--- config.mk ---
export PLATFORM = sky130hd
export DESIGN_NAME = ept_top
export DESIGN_NICKNAME = d
export VERILOG_FILES = /design/src/verilog/ept_pkg.sv /design/src/verilog/ept_quad_dec.sv /design/src/verilog/ept_top.sv
export VERILOG_INCLUDE_DIRS = /design/src /design/src/verilog
export SDC_FILE = /design/constraint.sdc
export NUM_CORES = 2
export LEC_CHECK = 0
export BUFFER_PORTS_ARGS = -buffer_cell sky130_fd_sc_hd__buf_2
export CORE_ASPECT_RATIO = 1.75
export CORE_MARGIN = 2
export CORE_UTILIZATION = 35
export CTS_CLUSTER_DIAMETER = 30
export DETAILED_ROUTE_END_ITERATION = 8
export HOLD_SLACK_MARGIN = 0.05
export PLACE_DENSITY = 0.49
export SLEW_MARGIN = 30
export SYNTH_ARGS = -nofsm -noshare
export SYNTH_HDL_FRONTEND = slang
export SYNTH_SLANG_ARGS = --single-unit
--- constraint.sdc ---
create_clock -name pclk -period 12.9 [get_ports pclk]
set_input_delay 1.29 -clock pclk [delete_from_list [all_inputs] [get_ports pclk]]
set_output_delay 1.29 -clock pclk [all_outputs]
set_load 0.02 [all_outputs]
--- src/verilog/ept_params.svh ---
`ifndef EPT_PARAMS_SVH
`define EPT_PARAMS_SVH
// How it works
// - Load position starts equal to motor position, unless a multi-turn absolute encoder.
// - Shaft angle is reported relative to a programmable zero offset, in counts from 0 to four times the line count minus one.
// - Shaft speed is computed from encoder edges and readable in RPM.
// - Motor angle before gearbox and load angle after gearbox are reported separately.
// - Turn counter counts full motor turns and starts at zero without multi-turn.
// - Multi-turn alignment sets turn counter low 12 bits to encoder turns; counting continues.
// - Absolute encoder alignment loads slow absolute position into fast incremental tracking.
// - Alignment status uses codes 0 to 9 from not required to warning.
// - A non-absolute encoder type reports the not-required alignment code.
// - Several alignment attempts are made, then the failed state is held.
// - After failure, alignment restarts on reset, encoder type change, line count write or retry request.
// - Retry request is cleared by hardware when alignment has been carried out.
// - Edge counter increments on every encoder edge and is zero after reset.
// - While the edge counter clear setting is true, the edge counter is held zero.
// - Quadrature A and B, 90 degrees apart, give direction from their combined state.
// - Speed in hertz is edges per second over four times the line count.
// - Failed or warning alignment raises an error when the drive is started.
// - Direction swap negates measured speed and reverses the position count.
// - Encoder type code 0 is quadrature and 1 is clock/direction, codes 0 to 9.
`define EPT_A_CTRL 8'h00
`define EPT_A_LINES 8'h04
`define EPT_A_OFS 8'h08
`define EPT_A_EDGES 8'h0C
`define EPT_A_ANGLE 8'h10
`define EPT_A_LOAD 8'h14
`define EPT_A_TURNS 8'h18
`define EPT_A_SPEED 8'h1C
`define EPT_A_ALIGN 8'h20
`define EPT_C_CLR 0
`define EPT_C_SWAP 1
`define EPT_C_RETRY 2
`define EPT_C_TYPE 7:4
`define EPT_C_SHIFT 11:8
`define EPT_S_STATE 3:0
`define EPT_S_TRIES 7:4
`define EPT_S_ERR 8
`define EPT_LINES_RST 18'h00800
`define EPT_LINES_MIN 32'h000000FA
`define EPT_TYPE_RST 4'h3
`define EPT_TYPE_CDIR 4'h1
`define EPT_TYPE_ABS_ST 4'h7
`define EPT_TYPE_ABS_MT 4'h8
`define EPT_TRIES 4'h3
`define EPT_ALIGN_TOL 20'h00004
`define EPT_CLK_MHZ 100
`define EPT_WIN_US 1000
`define EPT_WIN_CYC (`EPT_WIN_US * `EPT_CLK_MHZ)
`define EPT_RPM_K (60000000 / (4 * `EPT_WIN_US))
`endif

--- src/verilog/ept_pkg.sv ---
package ept_pkg;
  // Alignment status codes as software reads them.
  typedef enum logic [3:0] {
    ALN_NOT_REQ = 4'h0,
    ALN_DRV_BUSY = 4'h1,
    ALN_MOT_MOVE = 4'h2,
    ALN_ENC_FAULT = 4'h3,
    ALN_IN_PROG = 4'h4,
    ALN_ID_POS = 4'h5,
    ALN_DONE = 4'h6,
    ALN_LOST = 4'h7,
    ALN_FAILED = 4'h8,
    ALN_WARN = 4'h9
  } ept_align_t;

  // State of the pin decoder.
  typedef struct packed {
    logic a1;
    logic b1;
    logic a2;
    logic b2;
    logic pa;
    logic pb;
    logic step;
    logic dir;
  } ept_dec_st_t;

  // State of the tracker.
  typedef struct packed {
    logic pready;
    logic pslverr;
    logic [31:0] prdata;
    logic clr;
    logic swap;
    logic retry;
    logic [3:0] etype;
    logic [3:0] shift;
    logic [17:0] lines;
    logic [19:0] ofs;
    logic [31:0] edges;
    logic [19:0] pos;
    logic [31:0] turns;
    logic [31:0] load;
    logic [19:0] win;
    logic [31:0] wsum;
    logic dbusy;
    logic dneg;
    logic [4:0] dcnt;
    logic [31:0] dnum;
    logic [31:0] drem;
    logic [31:0] dq;
    logic [31:0] rpm;
    ept_align_t align;
    logic [3:0] tries;
    logic err;
  } ept_top_st_t;
endpackage : ept_pkg

--- src/verilog/ept_quad_dec.sv ---
`timescale 1ns/1ns
module ept_quad_dec (
  input wire logic pclk,
  input wire logic presetn,
  input wire logic enc_a,
  input wire logic enc_b,
  input wire logic clk_dir_mode,
  output logic step,
  output logic dir
);
  import ept_pkg::*;

  ept_dec_st_t q;
  ept_dec_st_t n;

  // Synchronise the pins, then compare the stable pair with its previous value.
  always_comb begin
    n = q;
    n.a1 = enc_a;
    n.b1 = enc_b;
    n.a2 = q.a1;
    n.b2 = q.b1;
    n.pa = q.a2;
    n.pb = q.b2;
    if (clk_dir_mode) begin
      n.step = q.a2 && !q.pa;
      n.dir = q.b2;
    end else begin
      n.step = (q.a2 ^ q.pa) ^ (q.b2 ^ q.pb);
      n.dir = q.pa ^ q.b2;
    end
  end

  // State register.
  always_ff @(posedge pclk or negedge presetn) begin
    if (!presetn) begin
      q <= '0;
    end else begin
      q <= n;
    end
  end

  assign step = q.step;
  assign dir = q.dir;
endmodule : ept_quad_dec

--- src/verilog/ept_top.sv ---
`timescale 1ns/1ns
`include "ept_params.svh"
module ept_top #(
  parameter int WIN_CYC = `EPT_WIN_CYC
) (
  input wire logic pclk,
  input wire logic presetn,
  input wire logic psel,
  input wire logic penable,
  input wire logic pwrite,
  input wire logic [7:0] paddr,
  input wire logic [31:0] pwdata,
  output logic [31:0] prdata,
  output logic pready,
  output logic pslverr,
  input wire logic enc_a,
  input wire logic enc_b,
  input wire logic abs_valid,
  input wire logic abs_fault,
  input wire logic [19:0] abs_pos,
  input wire logic [11:0] abs_turns,
  input wire logic drive_running,
  input wire logic motor_stopped,
  output ept_pkg::ept_align_t abs_align_state,
  output logic drive_start_error
);
  import ept_pkg::*;

  ept_top_st_t q;
  ept_top_st_t n;
  logic dec_step;
  logic dec_dir;
  logic fwd;
  logic acc;
  logic wr;
  logic rst_al;
  logic is_abs;
  logic is_mt;
  logic fin;
  logic ok;
  logic [19:0] l4;
  logic [19:0] diff;
  logic [31:0] mag;
  logic [63:0] prod;
  logic [31:0] rem;

  // Pin synchroniser and edge decoder.
  ept_quad_dec u_dec (
    .pclk(pclk),
    .presetn(presetn),
    .enc_a(enc_a),
    .enc_b(enc_b),
    .clk_dir_mode(q.etype == `EPT_TYPE_CDIR),
    .step(dec_step),
    .dir(dec_dir)
  );

  // Next state of bus slave, counters, speed divider and alignment machine.
  always_comb begin
    n = q;
    fwd = dec_dir ^ q.swap;
    l4 = {q.lines, 2'b00};
    acc = psel && penable && q.pready;
    wr = acc && pwrite && !q.pslverr;
    is_abs = (q.etype == `EPT_TYPE_ABS_ST) || (q.etype == `EPT_TYPE_ABS_MT);
    is_mt = q.etype == `EPT_TYPE_ABS_MT;
    fin = (q.align == ALN_DONE) || (q.align == ALN_WARN) || (q.align == ALN_FAILED);
    diff = 20'h00000;
    ok = 1'b0;
    mag = q.wsum[31] ? 32'(-q.wsum) : q.wsum;
    prod = {32'h0, mag} * 64'(`EPT_RPM_K);
    rem = {q.drem[30:0], q.dnum[31]};
    // A write that changes the encoder type, or any write of the line count, restarts alignment.
    rst_al = wr && (((paddr == `EPT_A_CTRL) && (pwdata[`EPT_C_TYPE] != q.etype))
      || (paddr == `EPT_A_LINES));

    // Access phase: answer one cycle after it opens, with data and error.
    n.pready = psel && penable && !q.pready;
    n.pslverr = 1'b0;
    n.prdata = 32'h00000000;
    if (n.pready) begin
      case (paddr)
        `EPT_A_CTRL: begin
          n.prdata[`EPT_C_CLR] = q.clr;
          n.prdata[`EPT_C_SWAP] = q.swap;
          n.prdata[`EPT_C_RETRY] = q.retry;
          n.prdata[`EPT_C_TYPE] = q.etype;
          n.prdata[`EPT_C_SHIFT] = q.shift;
        end
        `EPT_A_LINES: begin
          n.prdata = {14'h0000, q.lines};
          n.pslverr = pwrite && ((pwdata < `EPT_LINES_MIN) || (pwdata[31:18] != 14'h0000));
        end
        `EPT_A_OFS: begin
          n.prdata = {12'h000, q.ofs};
          n.pslverr = pwrite && (pwdata > {12'h000, l4});
        end
        `EPT_A_EDGES: begin
          n.prdata = q.edges;
          n.pslverr = pwrite;
        end
        `EPT_A_ANGLE: begin
          n.prdata = {12'h000, (q.pos < q.ofs) ? q.pos - q.ofs + l4 : q.pos - q.ofs};
          n.pslverr = pwrite;
        end
        `EPT_A_LOAD: begin
          n.prdata = 32'($signed(q.load) >>> q.shift);
          n.pslverr = pwrite;
        end
        `EPT_A_TURNS: begin
          n.prdata = q.turns;
          n.pslverr = pwrite;
        end
        `EPT_A_SPEED: begin
          n.prdata = q.rpm;
          n.pslverr = pwrite;
        end
        `EPT_A_ALIGN: begin
          n.prdata[`EPT_S_STATE] = q.align;
          n.prdata[`EPT_S_TRIES] = q.tries;
          n.prdata[`EPT_S_ERR] = q.err;
          n.pslverr = pwrite;
        end
        default: begin
          n.pslverr = 1'b1;
        end
      endcase
    end

    // Edge counter, held at zero while the clear setting is true.
    if (q.clr) begin
      n.edges = 32'h00000000;
    end else if (dec_step) begin
      n.edges = q.edges + 32'h00000001;
    end

    // Angle within the turn, turn counter and load position follow each edge.
    if (dec_step) begin
      if (fwd) begin
        n.load = q.load + 32'h00000001;
        n.wsum = q.wsum + 32'h00000001;
        if (q.pos >= l4 - 20'h00001) begin
          n.pos = 20'h00000;
          n.turns = q.turns + 32'h00000001;
        end else begin
          n.pos = q.pos + 20'h00001;
        end
      end else begin
        n.load = q.load - 32'h00000001;
        n.wsum = q.wsum - 32'h00000001;
        if ((q.pos == 20'h00000) || (q.pos >= l4)) begin
          n.pos = l4 - 20'h00001;
          n.turns = q.turns - 32'h00000001;
        end else begin
          n.pos = q.pos - 20'h00001;
        end
      end
    end

    // Restoring divider: edges per window times the scale, over the line count.
    if (q.dbusy) begin
      n.dnum = {q.dnum[30:0], 1'b0};
      n.drem = (rem >= {14'h0000, q.lines}) ? rem - {14'h0000, q.lines} : rem;
      n.dq = {q.dq[30:0], rem >= {14'h0000, q.lines}};
      n.dcnt = q.dcnt + 5'h01;
      if (q.dcnt == 5'h1F) begin
        n.dbusy = 1'b0;
        n.rpm = q.dneg ? 32'(-n.dq) : n.dq;
      end
    end

    // Close each speed window and start a division on its signed edge sum.
    if (q.win == 20'(WIN_CYC - 1)) begin
      n.win = 20'h00000;
      n.wsum = n.wsum - q.wsum;
      n.dnum = prod[31:0];
      n.dneg = q.wsum[31];
      n.dbusy = 1'b1;
      n.dcnt = 5'h00;
      n.drem = 32'h00000000;
      n.dq = 32'h00000000;
    end else begin
      n.win = q.win + 20'h00001;
    end

    // Alignment of the absolute position with the incremental tracking.
    if (!is_abs) begin
      n.align = ALN_NOT_REQ;
      n.tries = 4'h0;
    end else if (rst_al || (q.retry && (fin || (q.align == ALN_LOST)))
      || (q.align == ALN_NOT_REQ) || (q.align == ALN_DRV_BUSY)
      || (q.align == ALN_MOT_MOVE)) begin
      n.tries = 4'h0;
      if (drive_running) begin
        n.align = ALN_DRV_BUSY;
      end else if (!motor_stopped) begin
        n.align = ALN_MOT_MOVE;
      end else begin
        n.align = ALN_IN_PROG;
      end
    end else begin
      case (q.align)
        ALN_IN_PROG, ALN_ID_POS: begin
          if (abs_valid && !abs_fault && (q.align == ALN_IN_PROG)) begin
            // The absolute sample overrides any edge seen in this cycle.
            n.pos = abs_pos;
            if (is_mt) begin
              n.turns = {20'h00000, abs_turns};
              n.load = 32'({20'h00000, abs_turns} * {12'h000, l4}) + {12'h000, abs_pos};
            end
            n.align = ALN_ID_POS;
          end else if (abs_valid || abs_fault) begin
            diff = abs_pos - q.pos;
            ok = !abs_fault && ((diff <= `EPT_ALIGN_TOL) || (-diff <= `EPT_ALIGN_TOL));
            if (ok) begin
              n.align = (q.tries == 4'h0) ? ALN_DONE : ALN_WARN;
            end else begin
              n.tries = q.tries + 4'h1;
              if (q.tries == `EPT_TRIES - 4'h1) begin
                n.align = ALN_FAILED;
              end else begin
                n.align = abs_fault ? ALN_ENC_FAULT : ALN_IN_PROG;
              end
            end
          end
        end
        ALN_ENC_FAULT: begin
          n.align = abs_fault ? ALN_ENC_FAULT : ALN_IN_PROG;
        end
        ALN_DONE: begin
          n.align = abs_fault ? ALN_LOST : ALN_DONE;
        end
        default: begin
          n.align = q.align;
        end
      endcase
    end

    // Retry is dropped when an attempt sequence ends; a write of one wins.
    if (((n.align == ALN_DONE) || (n.align == ALN_WARN) || (n.align == ALN_FAILED)) && !fin) begin
      n.retry = 1'b0;
    end
    n.err = drive_running && ((q.align == ALN_FAILED) || (q.align == ALN_WARN));

    // Register writes, taken at the edge where the access completes.
    if (wr) begin
      case (paddr)
        `EPT_A_CTRL: begin
          n.clr = pwdata[`EPT_C_CLR];
          n.swap = pwdata[`EPT_C_SWAP];
          n.retry = pwdata[`EPT_C_RETRY] | n.retry;
          n.etype = pwdata[`EPT_C_TYPE];
          n.shift = pwdata[`EPT_C_SHIFT];
        end
        `EPT_A_LINES: begin
          n.lines = pwdata[17:0];
        end
        `EPT_A_OFS: begin
          n.ofs = pwdata[19:0];
        end
        default: begin
          n.ofs = q.ofs;
        end
      endcase
    end
  end

  // State register.
  always_ff @(posedge pclk or negedge presetn) begin
    if (!presetn) begin
      q <= '0;
      q.etype <= `EPT_TYPE_RST;
      q.lines <= `EPT_LINES_RST;
    end else begin
      q <= n;
    end
  end

  assign prdata = q.prdata;
  assign pready = q.pready;
  assign pslverr = q.pslverr;
  assign abs_align_state = q.align;
  assign drive_start_error = q.err;
endmodule : ept_top

-- Word level (Yosys, flattened, before mapping)
Index checks and enable logic that the tools add are counted.
- register bits after elaboration: 401
- bits of input ports: 83
- logic and storage cells: 208
- muxes and demuxes: 53
- multipliers: 2
- equal/unequal tests: 31
- $add $sub $neg: 22
- order comparisons: 8
- reduce and logical (&&, ||, !) cells: 51
- shift operators: 1
- bitwise gates (word level): 6
- operators by type and width (kind ; count):
    two-way mux 84 bit ; 6
    two-way mux 32 bit ; 10
    case mux 20 bit (7 select lines) ; 1
    two-way mux 135 bit ; 1
    two-way mux 133 bit ; 1
    adder 32 x 1 -> 32 bit, second input constant ; 4
    two-way mux 20 bit ; 5
    subtractor 32 x 1 -> 32 bit, second input constant ; 3
    two-way mux 64 bit ; 1
    negator 32 bit ; 2
    two-way mux 47 bit ; 1
    case mux 5 bit (9 select lines) ; 1
    adder 20 x 1 -> 20 bit, second input constant ; 2
    greater-or-equal comparator 20 bit ; 2
    <= comparator 20 x 3 -> 1 bit, second input constant ; 2
    subtractor 20 x 1 -> 20 bit, second input constant ; 2
    subtractor 20 bit ; 2
    two-way mux 33 bit ; 1
    adder 32 x 20 -> 32 bit ; 1
    equality test 8 x 5 -> 1 bit, second input constant ; 4
    greater-or-equal comparator 32 x 18 -> 1 bit ; 1
    greater-than comparator 32 x 20 -> 1 bit ; 1
    < comparator 32 x 8 -> 1 bit, second input constant ; 1
    multiplier 32 x 11 -> 29 bit, second input constant ; 1
    47 further kinds ; 118

-- Depth between registers and ports, before layout
- depth in word-level cells: 19
- mapped depth: 31
- gate-level depth less buffers: 29

-- Cells and area by module
A second synthesis with hierarchy kept.
- cells, all modules: 5343
- area total of the unflattened synthesis: 44722.9 µm²
- by module, submodules not included (module ; times used ; area an instance (µm²) ; cells each):
    ept_top ; 1 ; 44457.6 ; 5329
    ept_quad_dec ; 1 ; 265.3 ; 14

-- Worst setup path after synthesis
OpenSTA, ideal clock, no wires.
- path kind: register to register
- start: register q[359] (netlist name)
- end: register q[172] (netlist name)
- setup slack: 5.281 ns
- data arrival time: 7.495 ns
- path buffers: 3
- clock period less this slack: 7.619 ns
- stages on the path, launching flop included: 27
- cells stage by stage: dfrtp_1 > xor2_1 > inv_1 > clkbuf_1 > clkbuf_1 > buf_1 > ha_1 > a21o_1 > a21o_1 > a2111oi_0 > nor2_1 > a21oi_1 > o21ai_0 > xor2_1 > nand2_1 > o21ai_0 > ha_1 > nand4_1 > o41ai_1 > a2111o_1 > nor3b_1 > o31ai_4 > a2111oi_1 > o31a_1 > nor2_1 > xnor2_1 > mux2_2
- RTL lines (what ; line ; RTL):
    start, declared ; ept_top.sv:29 ; ept_top_st_t q;
    start signal, assigned ; ept_top.sv:275 ; q <= n;

-- Worst setup path after layout
- start: register q[144] (netlist name)
- end: register q[135] (netlist name)
- longest elaborated chain between the ends: 4
- ends and longest elaborated chain (what ; line ; RTL):
    negator 32 bit ; ept_top.sv:70 ; mag = q.wsum[31] ? 32'(-q.wsum) : q.wsum;
    two-way mux 32 bit (*) ; ept_top.sv:70 ;
    multiplier 32 x 11 -> 29 bit (*) ; ept_top.sv:71 ; prod = {32'h0, mag} * 64'(`EPT_RPM_K);
    two-way mux 135 bit (*) ; ept_top.sv:173 ; if (q.win == 20'(WIN_CYC - 1)) begin
Every way passes the cells marked *; elsewhere a longest branch is shown, timed or not.
A chain may end at the register's enable or synchronous reset.

==> flow_summary.yaml <==
sta:
  fin_crit_sh: 0.608
  relSlewSlack: 0.286
  rsz0062_at_grt: "false"
  finalClockSkew_ns: 0.0275
  fmax_mhz: 127
  tightest_slew_ns: 1.07
  finalMaxSlewViolations: 0
  setup_viol: 0
  fin_setup_tns_ns: 0
  hold_viol_final: 0
  min_period_ns: 7.84
global_route:
  grt_use_total: 0.245
  antenna_found_initial: 16
  overflow: 0
  grt_start_max_net_pins: 147
  grt_pass1_wl_um: 243000
  grt_pass1_vias: 40800
cells_and_area:
  instances_no_fill: 7021
  mostFrequentLayoutCells: "553 x nand2_1, 430 x inv_1, 410 x nor2_1"
  final_common_cell: "nand2_1"
  layout.nets: 6019
  fillers: 13000
  drive_above_1_share: 0.0883
  area_delta_synth_final_pct: 11.6
worst_hold_path:
  hp-start: "u_dec.n[4]$_DFF_PN0_"
  holdPathStages: 0
  min_to: "u_dec.n[2]$_DFF_PN0_"
  hp-class: "reg2reg"
floorplan:
  die_w_um: 274
  ioPinCount: 122
  start_util: 0.351
  core_area_mm2: 0.127
  rows: 173
  dieArea_mm2: 0.130
  die_height_um: 476
placement:
  placed_cells: 6858
  dp_hpwl_um: 124000
  port_buffers: 121
  gp_congestion: 0.915
status:
  outcome: "complete, no violations"
worst_setup_path:
  crit_path_end_kind: "register"
  required_ns: 13.42
  critPathLaunchType: "register"
  worstSetupPathType: "reg2reg"
  reg2reg_to: "q[135]$_DFFE_PN0P_"
  worstPathArrival_ns: 8.36
  reg2regPathDepth: 23
  r2r_setup_slack_ns: 5.06
  rr_startpoint: "q[144]$_DFF_PN0_"
  cp_max_fo: 10
logic_synthesis:
  syn-cell-area_mm2: 0.0445
  synth-seq-cells: 400
  synth.area.top_cells: "dfrtp_1 22%, fa_1 12%, ha_1 11%"
  syn_inst: 5282
  synth_top_area_share: 0.223
  syn_nets: 6016
  post_synth.cell_area_avg_um2: 8.43
  synth.largest_area_cell: "dfrtp_1"
  synthFlopType: "dfrtp_1"
  synth.distinct_cells: 101
  seq_area_frac_synth: 0.225
  synth_edf_count: 0
  synth_warnings: 0
  synthArstFlopShare: 1.00
clocking:
  h-tree-depth: 3
  ctsRootBufferMaster: "clkbuf_16"
  cts_tree: "done"
  cts.repair.resized: 0
  insertion_delay_ns: 0.68
  postCtsHoldBufs: 0
  clock-sinks: 400
  numCtsBuffers: 85
  clk_pin_slew_ns: 0.05
  postCtsSetupRepairBufs: 0
  cts_max_path_buffers: 3
detailed_routing:
  firstDrtPassIters: 7
  drt_iter0_drc: 2210
  via_count: 39200
  via_per_inst: 5.58
  routed_wl_um: 158000
  ant_nets: 0
  drc: 0
  routedWlPerCell_um: 22.6
flow_run:
  maxCapViolCount: 0
-- cell families after synthesis --
kind of cell / share of synthesized area
flops: 0.225
mux: 0.0430
xor+xnor: 0.0732
buf+inv: 0.0635
compound gates: 0.185
fa+ha+maj: 0.228
simple gates: 0.182
-- registers in the layout, indices dropped and copies added, names as in the netlist --
register / cells
u_dec.q: 2
pready: 1
abs_align_state: 4
u_dec.dir: 1
q: 335
pslverr: 1
prdata: 32
drive_start_error: 1
u_dec.n: 4
u_dec.step: 1
l4: 18
-- worst max-delay path: stages (launching register included) --
cell and delay, ns:
dfrtp_1 0.68, inv_1 0.13, ha_1 0.22, nand2_1 0.12, o21ai_0 0.11, xnor2_1 0.81
inv_1 0.29, fa_1 0.59, fa_1 0.45, fa_1 0.51, fa_1 0.52, inv_1 0.05
fa_1 0.46, ha_1 0.37, and3_1 0.19, a2111oi_0 0.53, o21bai_1 0.28, a211oi_1 0.42
o31ai_1 0.20, nor4_1 0.26, o41ai_1 0.15, xor2_1 0.16, nand2_1 0.09, o21ai_0 0.09
-- worst max path at each step --
stage,from,to,slack (ns),cells after the start
2_1_floorplan,q[359]$_DFFE_PN0P_,q[172]$_DFF_PN0_,5.28,26
3_3_place_gp,abs_turns[5],q[222]$_DFF_PN0_,4.32,26
3_5_place_dp,abs_turns[5],q[227]$_DFF_PN0_,4.41,26
4_1_cts,l4[7]$_DFFE_PN0P_,q[227]$_DFF_PN0_,5.05,26
5_1_grt,abs_turns[5],q[227]$_DFF_PN0_,4.65,27
6_report,q[144]$_DFF_PN0_,q[135]$_DFFE_PN0P_,5.06,23
-- through the flow --
step / hold WS, ns / cell area, µm² / worst slack [ns] / util
2_1_floorplan: 0.331 / 44500 / 5.28 / -
3_3_place_gp: 0.336 / 46600 / 4.32 / 0.368
3_5_place_dp: 0.341 / 46700 / 4.41 / 0.368
4_1_cts: 0.351 / 49600 / 5.05 / 0.392
5_1_grt: 0.360 / 49700 / 4.65 / 0.392
6_report: 0.348 / 49700 / 5.06 / 0.392
-- synth_stat cells (all sizes together), types with 66 or more instances --
cell type,instances
and2,90
nor2,416
a21oi,320
mux2i,125
xor2,139
xnor2,233
clkbuf,205
o21a,66
ha,383
or3,72
fa,268
nand2,555
nor3,110
o21ai,360
inv,432
buf,68
a21o,69
a211oi,74
dfrtp,397
nand3,122
-- routing by layer --
| metal | wire, µm | share of wire | global-route usage | vias to the layer above |
|---|---|---|---|---|
| met4 | 10100 | 0.063 | 0.145 | 22 |
| met3 | 6820 | 0.043 | 0.0363 | 386 |
| met5 | 117 | 0.00074 | 0 | - |
| met2 | 85600 | 0.54 | 0.471 | 987 |
| li1 | - | - | - | 18500 |
| met1 | 55900 | 0.35 | 0.246 | 19200 |
-- cell type report --
class                           instances  area, µm²  area share
Sequential cell                       400      10000       0.202
Timing Repair Buffer                  189       1170      0.0236
Tap cell                             1662       2080      0.0419
Antenna cell                            5       12.5    0.000252
Clock inverter                         59        661      0.0133
Inverter                              436       1640      0.0330
Multi-Input combinational cell       4173      31800       0.640
Clock buffer                           97       2320      0.0466
Power is not shown: default switching activity piles up to over one toggle a cycle in this logic, so the estimate is an artifact.
